===== config.mk =====
export PLATFORM = sky130hd
export DESIGN_NAME = cae_top
export DESIGN_NICKNAME = d
export VERILOG_FILES = /design/src/pkg/cae_pkg.sv /design/src/pkg/cae_lvl_if.sv /design/src/rtl/cae_tick.sv /design/src/rtl/cae_level.sv /design/src/rtl/cae_top.sv
export VERILOG_INCLUDE_DIRS = /design/src /design/src/pkg
export SDC_FILE = /design/constraint.sdc
export NUM_CORES = 2
export LEC_CHECK = 0
export ABC_AREA = 1
export BUFFER_PORTS_ARGS = -buffer_cell sky130_fd_sc_hd__buf_2
export CAP_MARGIN = 20
export CORE_UTILIZATION = 58
export DETAILED_ROUTE_END_ITERATION = 12
export PLACE_DENSITY = 0.9
export SLEW_MARGIN = 30
export SYNTH_ARGS = -nofsm -noshare
export SYNTH_HDL_FRONTEND = slang
export SYNTH_SLANG_ARGS = --single-unit

===== constraint.sdc =====
create_clock -name pclk -period 5.8 [get_ports pclk]
set_clock_uncertainty 0.2 [all_clocks]
set_input_delay 0 -clock pclk [delete_from_list [all_inputs] [get_ports pclk]]
set_output_delay 0 -clock pclk [all_outputs]
set_load 0.01 [all_outputs]

===== src/pkg/cae_defines.svh =====
`ifndef CAE_DEFINES_SVH
`define CAE_DEFINES_SVH
// Functional notes
// - Four levels; disabled level never alarms. With fast scan a level switched off keeps its output until the next tick.
// - Absolute high: value at/above limit.
// - Absolute low: value at/below limit.
// - Rising rate: increase reaches amount.
// - Falling rate: decrease reaches amount.
// - Delayed high: held at/above for delay.
// - Delayed low: held at/below for delay.
// - Difference high: channel difference at/above limit.
// - Difference low: channel difference at/below limit.
// - Difference modes only on delta channels.
// - Profile high: value at/above profile upper.
// - Profile low: value at/below profile lower.
// - Hysteresis only in absolute and difference modes.
// - Profile modes ignore limit and hysteresis.
// - Profile modes rejected on logarithmic channels.
// - Routing off, relay or switch; default off.
// - Relay routing needs an alarm output channel.
// - Switch routing needs an alarm internal switch.
// - Reset limit zero; current hysteresis 0.05.
// - Rate limit one digit to span.
// - Release only past limit by hysteresis.
// - Logging off still drives routed outputs.
// - Delay time, default 10 s, delayed only.
// - Fast scan: evaluate every 100 ms, capturing.
`define CAE_A_CFG 8'h00
`define CAE_A_STAT 8'h04
`define CAE_O_CTRL 2'h0
`define CAE_O_LIM 2'h1
`define CAE_O_HYS 2'h2
`define CAE_O_DLY 2'h3
`define CAE_B_EN 0
`define CAE_B_MODE 1
`define CAE_B_LOG 5
`define CAE_B_RT 6
`define CAE_B_NUM 8
`define CAE_B_DELTA 0
`define CAE_B_LOGIN 1
`define CAE_B_DOOK 2
`define CAE_B_SWOK 3
`define CAE_B_FAST 4
`define CAE_RST_LIM 32'sh00000000
`define CAE_RST_HYS_MA 32'sh00000005
`define CAE_RST_HYS 32'sh00000000
`define CAE_RST_DLY 17'h0000A
`define CAE_DLY_MAX 17'h15180
`define CAE_RNG_MAX 32'sh00004E20
`define CAE_RNG_MIN (-32'sh00004E20)
`define CAE_RNG_SPAN 32'sh00009C40
`define CAE_HYS_MAX 32'sh000186A0
`define CAE_CLK_HZ 25000000
`define CAE_EVAL_MS 100
`define CAE_SEC_MS 1000
`define CAE_EVAL_CYC (`CAE_CLK_HZ / 1000 * `CAE_EVAL_MS)
`define CAE_SEC_CYC (`CAE_CLK_HZ / 1000 * `CAE_SEC_MS)
`endif


===== src/pkg/cae_pkg.sv =====
package cae_pkg;
  typedef enum logic [3:0] {M_HI, M_LO, M_RISE, M_FALL, M_DHI, M_DLO, M_DFHI, M_DFLO, M_PHI, M_PLO} cae_mode_e;
  typedef enum logic [1:0] {RT_OFF, RT_RELAY, RT_SWITCH} cae_route_e;
  typedef logic signed [31:0] cae_val_t;
  typedef logic [16:0] cae_dly_t;
endpackage : cae_pkg


===== src/pkg/cae_lvl_if.sv =====
`timescale 1ns/1ps
interface cae_lvl_if;
  import cae_pkg::*;
  logic en;
  cae_mode_e mode;
  cae_val_t lim;
  cae_val_t hys;
  cae_dly_t dly;
  // Compared quantity: measured value, channel difference or step.
  cae_val_t val;
  cae_val_t phi;
  cae_val_t plo;
  logic alarm;
  modport ctl (output en, mode, lim, hys, dly, val, phi, plo, input alarm);
  modport lvl (input en, mode, lim, hys, dly, val, phi, plo, output alarm);
endinterface : cae_lvl_if


===== src/rtl/cae_tick.sv =====
`timescale 1ns/1ps
module cae_tick #(
  parameter int DIV = 2
) (
  // Clock and reset
  input wire logic pclk,
  input wire logic presetn,
  // Enable pulse
  output logic tick
);
  logic [31:0] cnt;

  always_ff @(posedge pclk or negedge presetn) begin
    if (!presetn) begin
      cnt <= 32'h00000000;
      tick <= 1'b0;
    end else if (cnt == 32'(DIV - 1)) begin
      cnt <= 32'h00000000;
      tick <= 1'b1;
    end else begin
      cnt <= cnt + 32'h00000001;
      tick <= 1'b0;
    end
  end
endmodule : cae_tick


===== src/rtl/cae_level.sv =====
`timescale 1ns/1ps
module cae_level
  import cae_pkg::*;
(
  // Clock and reset
  input wire logic pclk,
  input wire logic presetn,
  // Evaluation strobe and one-second enable
  input wire logic eval,
  input wire logic sec_tick,
  // Level settings and result
  cae_lvl_if.lvl lv
);
  logic hi_mode;
  logic use_hys;
  logic delayed;
  logic cond;
  logic held;
  cae_val_t thr;
  cae_dly_t cnt;

  always_comb begin
    hi_mode = lv.mode inside {M_HI, M_RISE, M_FALL, M_DHI, M_DFHI, M_PHI};
    use_hys = lv.mode inside {M_HI, M_LO, M_DFHI, M_DFLO};
    delayed = lv.mode inside {M_DHI, M_DLO};
    thr = (lv.mode == M_PHI) ? lv.phi : (lv.mode == M_PLO) ? lv.plo : lv.lim;
    cond = hi_mode ? (lv.val >= thr) : (lv.val <= thr);
    // An active alarm holds until the value is back past the band.
    if (use_hys && lv.alarm) begin
      cond = hi_mode ? (lv.val >= thr - lv.hys) : (lv.val <= thr + lv.hys);
    end
  end

  // Seconds are counted only while the last evaluation saw the condition.
  always_ff @(posedge pclk or negedge presetn) begin
    if (!presetn) begin
      held <= 1'b0;
      cnt <= 17'h00000;
    end else if (!lv.en || !delayed || (eval && !cond)) begin
      held <= 1'b0;
      cnt <= 17'h00000;
    end else begin
      if (eval) begin
        held <= 1'b1;
      end
      if (held && sec_tick && cnt != 17'h1FFFF) begin
        cnt <= cnt + 17'h00001;
      end
    end
  end

  always_ff @(posedge pclk or negedge presetn) begin
    if (!presetn) begin
      lv.alarm <= 1'b0;
    end else if (!lv.en) begin
      lv.alarm <= 1'b0;
    end else if (eval) begin
      lv.alarm <= delayed ? (cond && held && cnt >= lv.dly) : cond;
    end
  end
endmodule : cae_level


===== src/rtl/cae_top.sv =====
`timescale 1ns/1ps
`include "cae_defines.svh"
module cae_top
  import cae_pkg::*;
#(
  parameter int EVAL_CYC = `CAE_EVAL_CYC,
  parameter int SEC_CYC = `CAE_SEC_CYC,
  parameter bit CURRENT_CH = 1'b0
) (
  // Clock and reset
  input wire logic pclk,
  input wire logic presetn,
  // APB slave
  input wire logic psel,
  input wire logic penable,
  input wire logic pwrite,
  input wire logic [7:0] paddr,
  input wire logic [31:0] pwdata,
  output logic [31:0] prdata,
  output logic pready,
  output logic pslverr,
  // Channel scanner
  input wire logic meas_valid,
  input wire logic [31:0] meas_val,
  input wire logic [31:0] ref_val,
  input wire logic [31:0] prof_hi,
  input wire logic [31:0] prof_lo,
  // Alarm results
  output logic [3:0] alarm_state,
  output logic [3:0] relay_req,
  output logic [3:0] switch_req,
  output logic [3:0] summary_evt
);
  logic [4:0] cfg;
  logic [3:0] en;
  cae_mode_e mode [4];
  logic [3:0] logf;
  cae_route_e route [4];
  logic [6:0] onum [4];
  cae_val_t lim [4];
  cae_val_t hys [4];
  cae_dly_t dly [4];
  cae_val_t prev;
  logic [3:0] lvl_alm;
  logic [3:0] capt;
  logic [3:0] next_out;
  logic out_upd;
  logic eval_d;
  logic tick_eval;
  logic tick_sec;

  // Bus decode.
  logic setup;
  logic acc_wr;
  logic hit_lvl;
  logic [1:0] li;
  logic [1:0] fld;
  cae_mode_e w_mode;
  cae_route_e w_route;
  cae_val_t w_val;
  logic bad;
  logic [31:0] rdata;

  cae_lvl_if lif[4] ();

  cae_tick #(
    .DIV(EVAL_CYC)
  ) u_tick_eval (
    .pclk(pclk),
    .presetn(presetn),
    .tick(tick_eval)
  );

  cae_tick #(
    .DIV(SEC_CYC)
  ) u_tick_sec (
    .pclk(pclk),
    .presetn(presetn),
    .tick(tick_sec)
  );

  assign setup = psel && !penable;
  assign acc_wr = psel && penable && pready && pwrite && !pslverr;
  assign hit_lvl = (paddr[7:4] >= 4'h1) && (paddr[7:4] <= 4'h4) && (paddr[1:0] == 2'h0);
  assign li = 2'(paddr[7:4] - 4'h1);
  assign fld = paddr[3:2];
  assign w_mode = cae_mode_e'(pwdata[`CAE_B_MODE +: 4]);
  assign w_route = cae_route_e'(pwdata[`CAE_B_RT +: 2]);
  assign w_val = cae_val_t'(pwdata);

  // Writes that the channel setup does not allow answer with an error and change nothing.
  always_comb begin
    bad = 1'b0;
    rdata = 32'h00000000;
    if (paddr == `CAE_A_CFG) begin
      rdata = {27'h0000000, cfg};
    end else if (paddr == `CAE_A_STAT) begin
      rdata = {24'h000000, alarm_state & logf, alarm_state};
      bad = pwrite;
    end else if (hit_lvl) begin
      case (fld)
        `CAE_O_CTRL: begin
          rdata = {17'h00000, onum[li], route[li], logf[li], mode[li], en[li]};
          bad = pwrite && (w_mode > M_PLO || w_route > RT_SWITCH);
          if (pwrite && w_mode inside {M_DFHI, M_DFLO} && !cfg[`CAE_B_DELTA]) begin
            bad = 1'b1;
          end
          if (pwrite && w_mode inside {M_PHI, M_PLO} && cfg[`CAE_B_LOGIN]) begin
            bad = 1'b1;
          end
          if (pwrite && w_route == RT_RELAY && !cfg[`CAE_B_DOOK]) begin
            bad = 1'b1;
          end
          if (pwrite && w_route == RT_SWITCH && !cfg[`CAE_B_SWOK]) begin
            bad = 1'b1;
          end
        end
        `CAE_O_LIM: begin
          rdata = lim[li];
          if (pwrite) begin
            if (!en[li] || mode[li] inside {M_PHI, M_PLO}) begin
              bad = 1'b1;
            end else if (mode[li] inside {M_RISE, M_FALL}) begin
              bad = (w_val < 32'sh00000001) || (w_val > `CAE_RNG_SPAN);
            end else if (mode[li] inside {M_DFHI, M_DFLO}) begin
              bad = (w_val < -`CAE_RNG_SPAN) || (w_val > `CAE_RNG_SPAN);
            end else begin
              bad = (w_val < `CAE_RNG_MIN) || (w_val > `CAE_RNG_MAX);
            end
          end
        end
        `CAE_O_HYS: begin
          rdata = hys[li];
          if (pwrite) begin
            bad = !en[li] || !(mode[li] inside {M_HI, M_LO, M_DFHI, M_DFLO}) ||
                  (w_val < 32'sh00000000) || (w_val > `CAE_HYS_MAX);
          end
        end
        default: begin
          rdata = {15'h0000, dly[li]};
          bad = pwrite && (!en[li] || pwdata > 32'(`CAE_DLY_MAX));
        end
      endcase
    end else begin
      bad = 1'b1;
    end
  end

  // Answer is ready in the first access cycle; data and error are settled in setup.
  always_ff @(posedge pclk or negedge presetn) begin
    if (!presetn) begin
      pready <= 1'b0;
      pslverr <= 1'b0;
      prdata <= 32'h00000000;
    end else if (setup) begin
      pready <= 1'b1;
      pslverr <= bad;
      prdata <= (pwrite || bad) ? 32'h00000000 : rdata;
    end else begin
      pready <= 1'b0;
      pslverr <= 1'b0;
      prdata <= 32'h00000000;
    end
  end

  always_ff @(posedge pclk or negedge presetn) begin
    if (!presetn) begin
      cfg <= 5'h00;
    end else if (acc_wr && paddr == `CAE_A_CFG) begin
      cfg <= pwdata[4:0];
    end
  end

  always_ff @(posedge pclk or negedge presetn) begin
    if (!presetn) begin
      en <= 4'h0;
      logf <= 4'hF;
      for (int i = 0; i < 4; i++) begin
        mode[i] <= M_HI;
        route[i] <= RT_OFF;
        onum[i] <= 7'h00;
        lim[i] <= `CAE_RST_LIM;
        hys[i] <= CURRENT_CH ? `CAE_RST_HYS_MA : `CAE_RST_HYS;
        dly[i] <= `CAE_RST_DLY;
      end
    end else if (acc_wr && hit_lvl) begin
      case (fld)
        `CAE_O_CTRL: begin
          en[li] <= pwdata[`CAE_B_EN];
          mode[li] <= w_mode;
          logf[li] <= pwdata[`CAE_B_LOG];
          route[li] <= w_route;
          onum[li] <= pwdata[`CAE_B_NUM +: 7];
        end
        `CAE_O_LIM: lim[li] <= w_val;
        `CAE_O_HYS: hys[li] <= w_val;
        default: dly[li] <= pwdata[16:0];
      endcase
    end
  end

  // Rate modes compare against the previous scan, so the interval is one scan.
  always_ff @(posedge pclk or negedge presetn) begin
    if (!presetn) begin
      prev <= 32'sh00000000;
    end else if (meas_valid) begin
      prev <= meas_val;
    end
  end

  always_ff @(posedge pclk or negedge presetn) begin
    if (!presetn) begin
      eval_d <= 1'b0;
    end else begin
      eval_d <= meas_valid;
    end
  end

  for (genvar g = 0; g < 4; g++) begin : g_lvl
    assign lif[g].en = en[g];
    assign lif[g].mode = mode[g];
    assign lif[g].lim = lim[g];
    assign lif[g].hys = hys[g];
    assign lif[g].dly = dly[g];
    assign lif[g].phi = prof_hi;
    assign lif[g].plo = prof_lo;
    assign lvl_alm[g] = lif[g].alarm;

    always_comb begin
      case (mode[g])
        M_RISE: lif[g].val = meas_val - prev;
        M_FALL: lif[g].val = prev - meas_val;
        M_DFHI, M_DFLO: lif[g].val = meas_val - ref_val;
        default: lif[g].val = meas_val;
      endcase
    end

    cae_level u_level (
      .pclk(pclk),
      .presetn(presetn),
      .eval(meas_valid),
      .sec_tick(tick_sec),
      .lv(lif[g])
    );
  end

  // Fast scans gather every alarm seen in the window; the window edge takes a new one too.
  always_ff @(posedge pclk or negedge presetn) begin
    if (!presetn) begin
      capt <= 4'h0;
    end else if (!cfg[`CAE_B_FAST] || tick_eval) begin
      capt <= 4'h0;
    end else if (eval_d) begin
      capt <= capt | lvl_alm;
    end
  end

  always_comb begin
    next_out = alarm_state;
    out_upd = 1'b0;
    if (cfg[`CAE_B_FAST]) begin
      if (tick_eval) begin
        next_out = (capt | (eval_d ? lvl_alm : 4'h0)) & en;
        out_upd = 1'b1;
      end
    end else if (eval_d) begin
      next_out = lvl_alm & en;
      out_upd = 1'b1;
    end else begin
      // Without fast scan a level switched off drops its output at once; with fast scan its output holds until the next tick.
      next_out = alarm_state & en;
    end
  end

  always_ff @(posedge pclk or negedge presetn) begin
    if (!presetn) begin
      alarm_state <= 4'h0;
      relay_req <= 4'h0;
      switch_req <= 4'h0;
      summary_evt <= 4'h0;
    end else begin
      alarm_state <= next_out;
      for (int i = 0; i < 4; i++) begin
        relay_req[i] <= next_out[i] && route[i] == RT_RELAY;
        switch_req[i] <= next_out[i] && route[i] == RT_SWITCH;
        summary_evt[i] <= out_upd && next_out[i] && !alarm_state[i] && logf[i];
      end
    end
  end

  property p_cfg_delta;
    @(posedge pclk) disable iff (!presetn)
      setup && pwrite && hit_lvl && fld == `CAE_O_CTRL && w_mode inside {M_DFHI, M_DFLO} &&
      !cfg[`CAE_B_DELTA] |=> pslverr ##1 $stable(mode[li]);
  endproperty
  a_cfg_delta: assert property (p_cfg_delta) else $error("difference mode taken on non-delta channel");

  property p_cfg_log;
    @(posedge pclk) disable iff (!presetn)
      setup && pwrite && hit_lvl && fld == `CAE_O_CTRL && w_mode inside {M_PHI, M_PLO} &&
      cfg[`CAE_B_LOGIN] |=> pslverr;
  endproperty
  a_cfg_log: assert property (p_cfg_log) else $error("profile mode not refused on log channel");

  property p_cfg_relay;
    @(posedge pclk) disable iff (!presetn)
      setup && pwrite && hit_lvl && fld == `CAE_O_CTRL && w_route == RT_RELAY &&
      !cfg[`CAE_B_DOOK] |=> pslverr && pready;
  endproperty
  a_cfg_relay: assert property (p_cfg_relay) else $error("relay routing not refused");

  property p_cfg_sw;
    @(posedge pclk) disable iff (!presetn)
      setup && pwrite && hit_lvl && fld == `CAE_O_CTRL && w_route == RT_SWITCH &&
      !cfg[`CAE_B_SWOK] |=> pslverr;
  endproperty
  a_cfg_sw: assert property (p_cfg_sw) else $error("switch routing not refused");

  property p_rate_lim;
    @(posedge pclk) disable iff (!presetn)
      setup && pwrite && hit_lvl && fld == `CAE_O_LIM && mode[li] inside {M_RISE, M_FALL} &&
      w_val < 32'sh00000001 |=> pslverr;
  endproperty
  a_rate_lim: assert property (p_rate_lim) else $error("rate limit below one digit accepted");

  for (genvar g = 0; g < 4; g++) begin : g_chk
    property p_off;
      @(posedge pclk) disable iff (!presetn)
        !en[g] |=> !lvl_alm[g] ##1 !relay_req[g] && !switch_req[g];
    endproperty
    a_off: assert property (p_off) else $error("disabled level raised an alarm");

    property p_hi;
      @(posedge pclk) disable iff (!presetn)
        meas_valid && en[g] && mode[g] == M_HI && $signed(meas_val) >= lim[g] |=> lvl_alm[g];
    endproperty
    a_hi: assert property (p_hi) else $error("high limit alarm missing");

    property p_lo;
      @(posedge pclk) disable iff (!presetn)
        meas_valid && en[g] && mode[g] == M_LO && $signed(meas_val) <= lim[g] |=> lvl_alm[g];
    endproperty
    a_lo: assert property (p_lo) else $error("low limit alarm missing");

    property p_rise_clear;
      @(posedge pclk) disable iff (!presetn)
        meas_valid && en[g] && mode[g] == M_RISE && $signed(meas_val - prev) < lim[g] |=> !lvl_alm[g];
    endproperty
    a_rise_clear: assert property (p_rise_clear) else $error("rate alarm did not clear");

    property p_hys_hold;
      @(posedge pclk) disable iff (!presetn)
        meas_valid && en[g] && mode[g] == M_HI && lvl_alm[g] &&
        $signed(meas_val) >= lim[g] - hys[g] |=> lvl_alm[g];
    endproperty
    a_hys_hold: assert property (p_hys_hold) else $error("alarm released inside hysteresis band");

    property p_dly_rise;
      @(posedge pclk) disable iff (!presetn)
        en[g] && mode[g] == M_DHI && $rose(lvl_alm[g]) |-> $past(meas_valid) && $past(lif[g].val) >= lim[g];
    endproperty
    a_dly_rise: assert property (p_dly_rise) else $error("delayed alarm without condition");

    property p_log_off;
      @(posedge pclk) disable iff (!presetn)
        summary_evt[g] |-> $past(logf[g]) && alarm_state[g];
    endproperty
    a_log_off: assert property (p_log_off) else $error("unlogged alarm reported");

    property p_fast_hold;
      @(posedge pclk) disable iff (!presetn)
        cfg[`CAE_B_FAST] && !tick_eval ##1 cfg[`CAE_B_FAST] |-> $stable(alarm_state[g]);
    endproperty
    a_fast_hold: assert property (p_fast_hold) else $error("output changed between evaluation ticks");
  end
endmodule : cae_top


==> results of run 1 <==
metal layers:
metal,GRT overflow,GRT usage (%)
met5,0,33.0
met4,16,55.5
met3,2,47.8
met2,35,74.8
met1,0,61.9
through the flow:
stage / setup WS, ns / cell area [um^2] / std cells / hold slack [ns] / utilization, %
floorplan: 0.00221 / 61500 / 8700 / -0.496 / -
global placement: -0.638 / 70400 / 10900 / -0.145 / 67.0
detailed placement: -1.07 / 70500 / 10900 / -0.146 / 67.0
CTS: -0.412 / 75900 / 11200 / 0.00414 / 72.2
Yosys cell counts (all sizes together) (15+ instances only):
cell type	instances	share of area, %
a211oi	39	0.48
a21boi	29	0.37
a21o	42	0.51
a21oi	808	6.6
a221oi	122	1.7
a31oi	38	0.39
buf	46	0.42
clkbuf	328	2.0
clkinv	15	0.092
dfrtp	606	25
ha	810	17
inv	1126	6.9
nand2	1516	9.4
nand3	214	1.8
nand4	131	1.3
nor2	803	5.1
nor3	188	1.6
nor3b	23	0.29
nor4	64	0.68
o2111ai	17	0.24
o211ai	72	0.88
o21a	29	0.35
o21ai	911	7.5
o21bai	45	0.55
o221ai	37	0.53
o22ai	119	1.2
o31ai	17	0.22
xnor2	47	0.67
xor2	345	4.9
cells by family after synthesis:
logic type               count (synthesis)
AND/OR/NAND/NOR                       2973
AO/OA/AOI/OAI                         2379
buffers and inverters                 1515
adder cells (fa/ha/maj)                821
flip-flops                             618
XOR/XNOR                               392
multiplexers                             2
what timing repair did:
action                                  4_1_cts
gates cloned                                  5
pin swaps                                    89
hold buffers                                105
gates resized for setup                     311
setup buffers                                74
endpoints found under the hold margin       930
endpoints found under the setup margin       76
==> reports/results.ini, run 1 <==
[logic_synthesis]
synth_ff_type = dfrtp_1
synth_area_mm2 = 0.0614
synth_xor_area_share_pct = 5.60
ys_seq_elements = 618
ys_warn_count = 0
yosysUniqueCellTypes = 81
synthCells = 8700
synth_async_sr_flop_share_pct = 100
synth_top_family_by_area = compound AO/OA/AOI/OAI gates
synthAdderAreaFrac_pct = 16.9
syn_nets = 9695
synth-edff-count = 0
syn_avg_cell_area_um2 = 7.06
ys_seq_area_share_pct = 25.2
synth_compound_area_share_pct = 22.3
synth-simple-area-share_pct = 20.6
muxShareOfSynthArea_pct = 0.0326

[cts]
h-tree-depth = 3
numCtsBuffers = 74
clk_root_buffer_cell = clkbuf_16
clock-sinks = 618
clock_path_buffers = 3

[outcome]
tool.error = [ERROR GRT-0232] Routing congestion too high. Check the congestion heatmap in the GUI.
outcome = aborted with a tool error
haltStage = 5_1_grt

[die]
rows = 119
die_w_um = 327
die_height_um = 327
io_pins = 224
start_util_pct = 58.4

[place]
routabilityCongestion = 1.19
io_buffers = 223
post-dp-hpwl_mm = 198

[global_routing]
grt-ovfl-total = 53
grt_start_max_net_pins = 161
track_usage_pct = 60.8

==> run 2, diff against run 1 <==
- CORE_UTILIZATION: 58 -> 40
- PLACE_DENSITY: 0.9 -> not set
- PLACE_DENSITY_LB_ADDON: not set -> 0.15
- clock period: 5.8 -> 7.54 ns (I/O delays scaled with it)
==> reports/results.ini, run 2 <==
[outcome]
outcome = finished clean

[global_routing]
track_usage_pct = 36.6
grt_start_max_net_pins = 162
grt_pass1_vias = 62100
grt-ovfl-total = 0
grt_pass1_wl_mm = 421
antenna_found_initial = 13

[detailed_routing]
drt_wl_total_mm = 292
wire_per_inst_um = 26.0
drc = 0
highest_layer = met5
first_pass_iters = 6
drtIter0Drc = 7198
ant_nets = 0
wl_met1_mm = 126
vias = 65700
met2_length_mm = 125
wl_met3_mm = 25.3
viasPerCell = 5.84

[worst_setup_path]
start_kind = register
end_kind = register
max_stage_delay_ns = 0.76
crit_fanout = 24
worstPathRequired_ns = 7.94
cp.arrival_ns = 7.62
path_common_cell = nand2_1
cpLargestDelayFamily = simple AND/OR/NAND/NOR gates
setup.worst_path.class = register to register
slowest_stage = a221oi_1
worst-path-buf-inv = 5

[cts]
h-tree-depth = 3
clk_root_buffer_cell = clkbuf_16
numCtsBuffers = 79
clk_pin_slew_ns = 0.06
cts_tree = yes
clock-sinks = 618
clock_path_buffers = 3
clock_latency_ns = 0.75

[logic_synthesis]
ys_top_cells_by_count = nand2_1 (1499), inv_1 (1113), o21ai_0 (868), ha_1 (810), a21oi_1 (804)
ys_seq_elements = 618
syn_nets = 9695
yosysUniqueCellTypes = 81
synth_ff_type = dfrtp_1
ys_seq_area_share_pct = 25.2
syn_avg_cell_area_um2 = 7.06
synth_area_leaders = dfrtp_1 (25%), ha_1 (17%), nand2_1 (9.2%)
ys_warn_count = 0
synthCells = 8700
synth-edff-count = 0
synth_async_sr_flop_share_pct = 100
synth_area_mm2 = 0.0614
synth_top_area_share_pct = 24.7
synth_top_cell_by_area = dfrtp_1
yosysMostFrequentCell = nand2_1

[die]
io_pins = 224
die_height_um = 394
die_w_um = 394
die_area_mm2 = 0.155
rows = 143
start_util_pct = 40.3
fp.coreArea_mm2 = 0.152

[timing]
timing.hold.ws_ns = 0.0464
worst_slack_ns = 0.325
relSlewSlack_pct = 27.9
period_minus_slack_ns = 7.21
tns_ns = 0
hold_viol = 0
setup_viol_count_final = 0
slew_viol_final = 0
worst_pin_slew_ns = 1.08
fin_crit_sh_pct = 95.7
clock.fmax_ghz = 0.139

[final_layout]
n_fill_cell = 15600
mostFrequentLayoutCell = nand2_1
reg.largest.list = lif.hys: 128 flops, lif.lim: 128 flops
drive_gt1_share_pct = 9.94
final_core_util_pct = 46.8
final_cell_mix = nand2_1 (1482), inv_1 (1109), o21ai_0 (841)
final_nets = 10100
area_delta_synth_final_pct = 15.9

[pwr]
finalPower_w = 0.0101
p_per_area_mw_per_mm2 = 141
peakVddDrop_mv = 0.178
leakage_nw = 34.8

[place]
post-dp-hpwl_mm = 235
routabilityCongestion = 1.09
pre_cts_slack_ns = -0.00706
io_buffers = 223

[hold_path]
worstHoldPathType = primary input to register

[flow_run]
maxCapViolCount = 0

-- run 2: cell counts after synthesis --
Identical to the previous run, type by type.
-- run 2: worst reg2reg max path, delay by kind of cell (launching register included) --
| kind | cells | cell delay [ns] |
|---|---|---|
| simple gates | 18 | 3.35 |
| compound gates | 4 | 1.16 |
| buf+inv | 5 | 1.07 |
| fa+ha+maj | 2 | 0.80 |
| flops | 1 | 0.38 |
| xor+xnor | 1 | 0.15 |
-- run 2: repair_timing --
item	4_1_cts	5_1_grt
setup buffers	0	11
hold endpoints to repair	793	0
gates resized for setup	1	80
hold buffers	154	0
pin swaps	0	2
setup endpoints to repair	3	75
-- run 2: cell type report --
type	instances	area [um^2]	share of cell area, %
Multi-Input combinational cell	6567	40600	57.0
Sequential cell	618	15500	21.7
Timing Repair Buffer	741	5560	7.81
Inverter	1141	4290	6.03
Tap cell	2030	2540	3.57
Clock buffer	105	2160	3.04
Clock inverter	41	581	0.816
Antenna cell	6	15.0	0.0211
-- run 2: cell families (layout without fill, tap and decap cells) --
kind of cell | Yosys count | in the layout | share of synthesized area (%)
simple gates | 2973 | 2973 | 20.6
mux | 2 | 2 | 0.0326
buf+inv | 1515 | 2028 | 9.41
compound gates | 2379 | 2379 | 22.3
fa+ha+maj | 821 | 821 | 16.9
flops | 618 | 618 | 25.2
other cells | 0 | 6 | 0
xor+xnor | 392 | 392 | 5.60
-- run 2: worst paths after layout --
path / end / cells past startpoint / from / slack, ns
min in group asynchronous: prev[4]$_DFFE_PN0P_ / 4 / presetn / 0.32
worst max register to register: g_lvl[0].u_level.cnt[11]$_DFFE_PN0P_ / 30 / lif[0].mode[1]$_DFFE_PN0P_ / 0.33
worst min register to register: u_tick_sec.cnt[0]$_DFF_PN0_ / 1 / u_tick_sec.cnt[0]$_DFF_PN0_ / 0.26
worst max-delay path: g_lvl[0].u_level.cnt[11]$_DFFE_PN0P_ / 30 / lif[0].mode[1]$_DFFE_PN0P_ / 0.33
worst min-delay path: prev[25]$_DFFE_PN0P_ / 4 / meas_val[25] / 0.05
max in group asynchronous: lif[0].lim[28]$_DFFE_PN0P_ / 4 / presetn / 5.87
-- run 2: per-stage QoR --
stage	cell area, um^2	cells
finish	71200	11200
global route	71200	11200
CTS	70800	11200
detailed placement	66400	10900
global placement	66400	10900
floorplan	61400	8700
-- run 2: routing by layer --
layer	GRT usage, %	vias up
met4	17.8	8
met3	6.40	572
met2	55.8	2986
met5	0.493	-
li1	-	30400
met1	49.9	31700
-- run 2: report_power, final --
group	internal (W)	switching, W	leakage [nW]
clock network	0.00231	0.00178	1.33
logic	0.000827	0.00178	25.0
registers	0.00334	0.0000242	8.50
total	0.00648	0.00359	34.8
No activity file was read; power rests on OpenSTA's default activity.
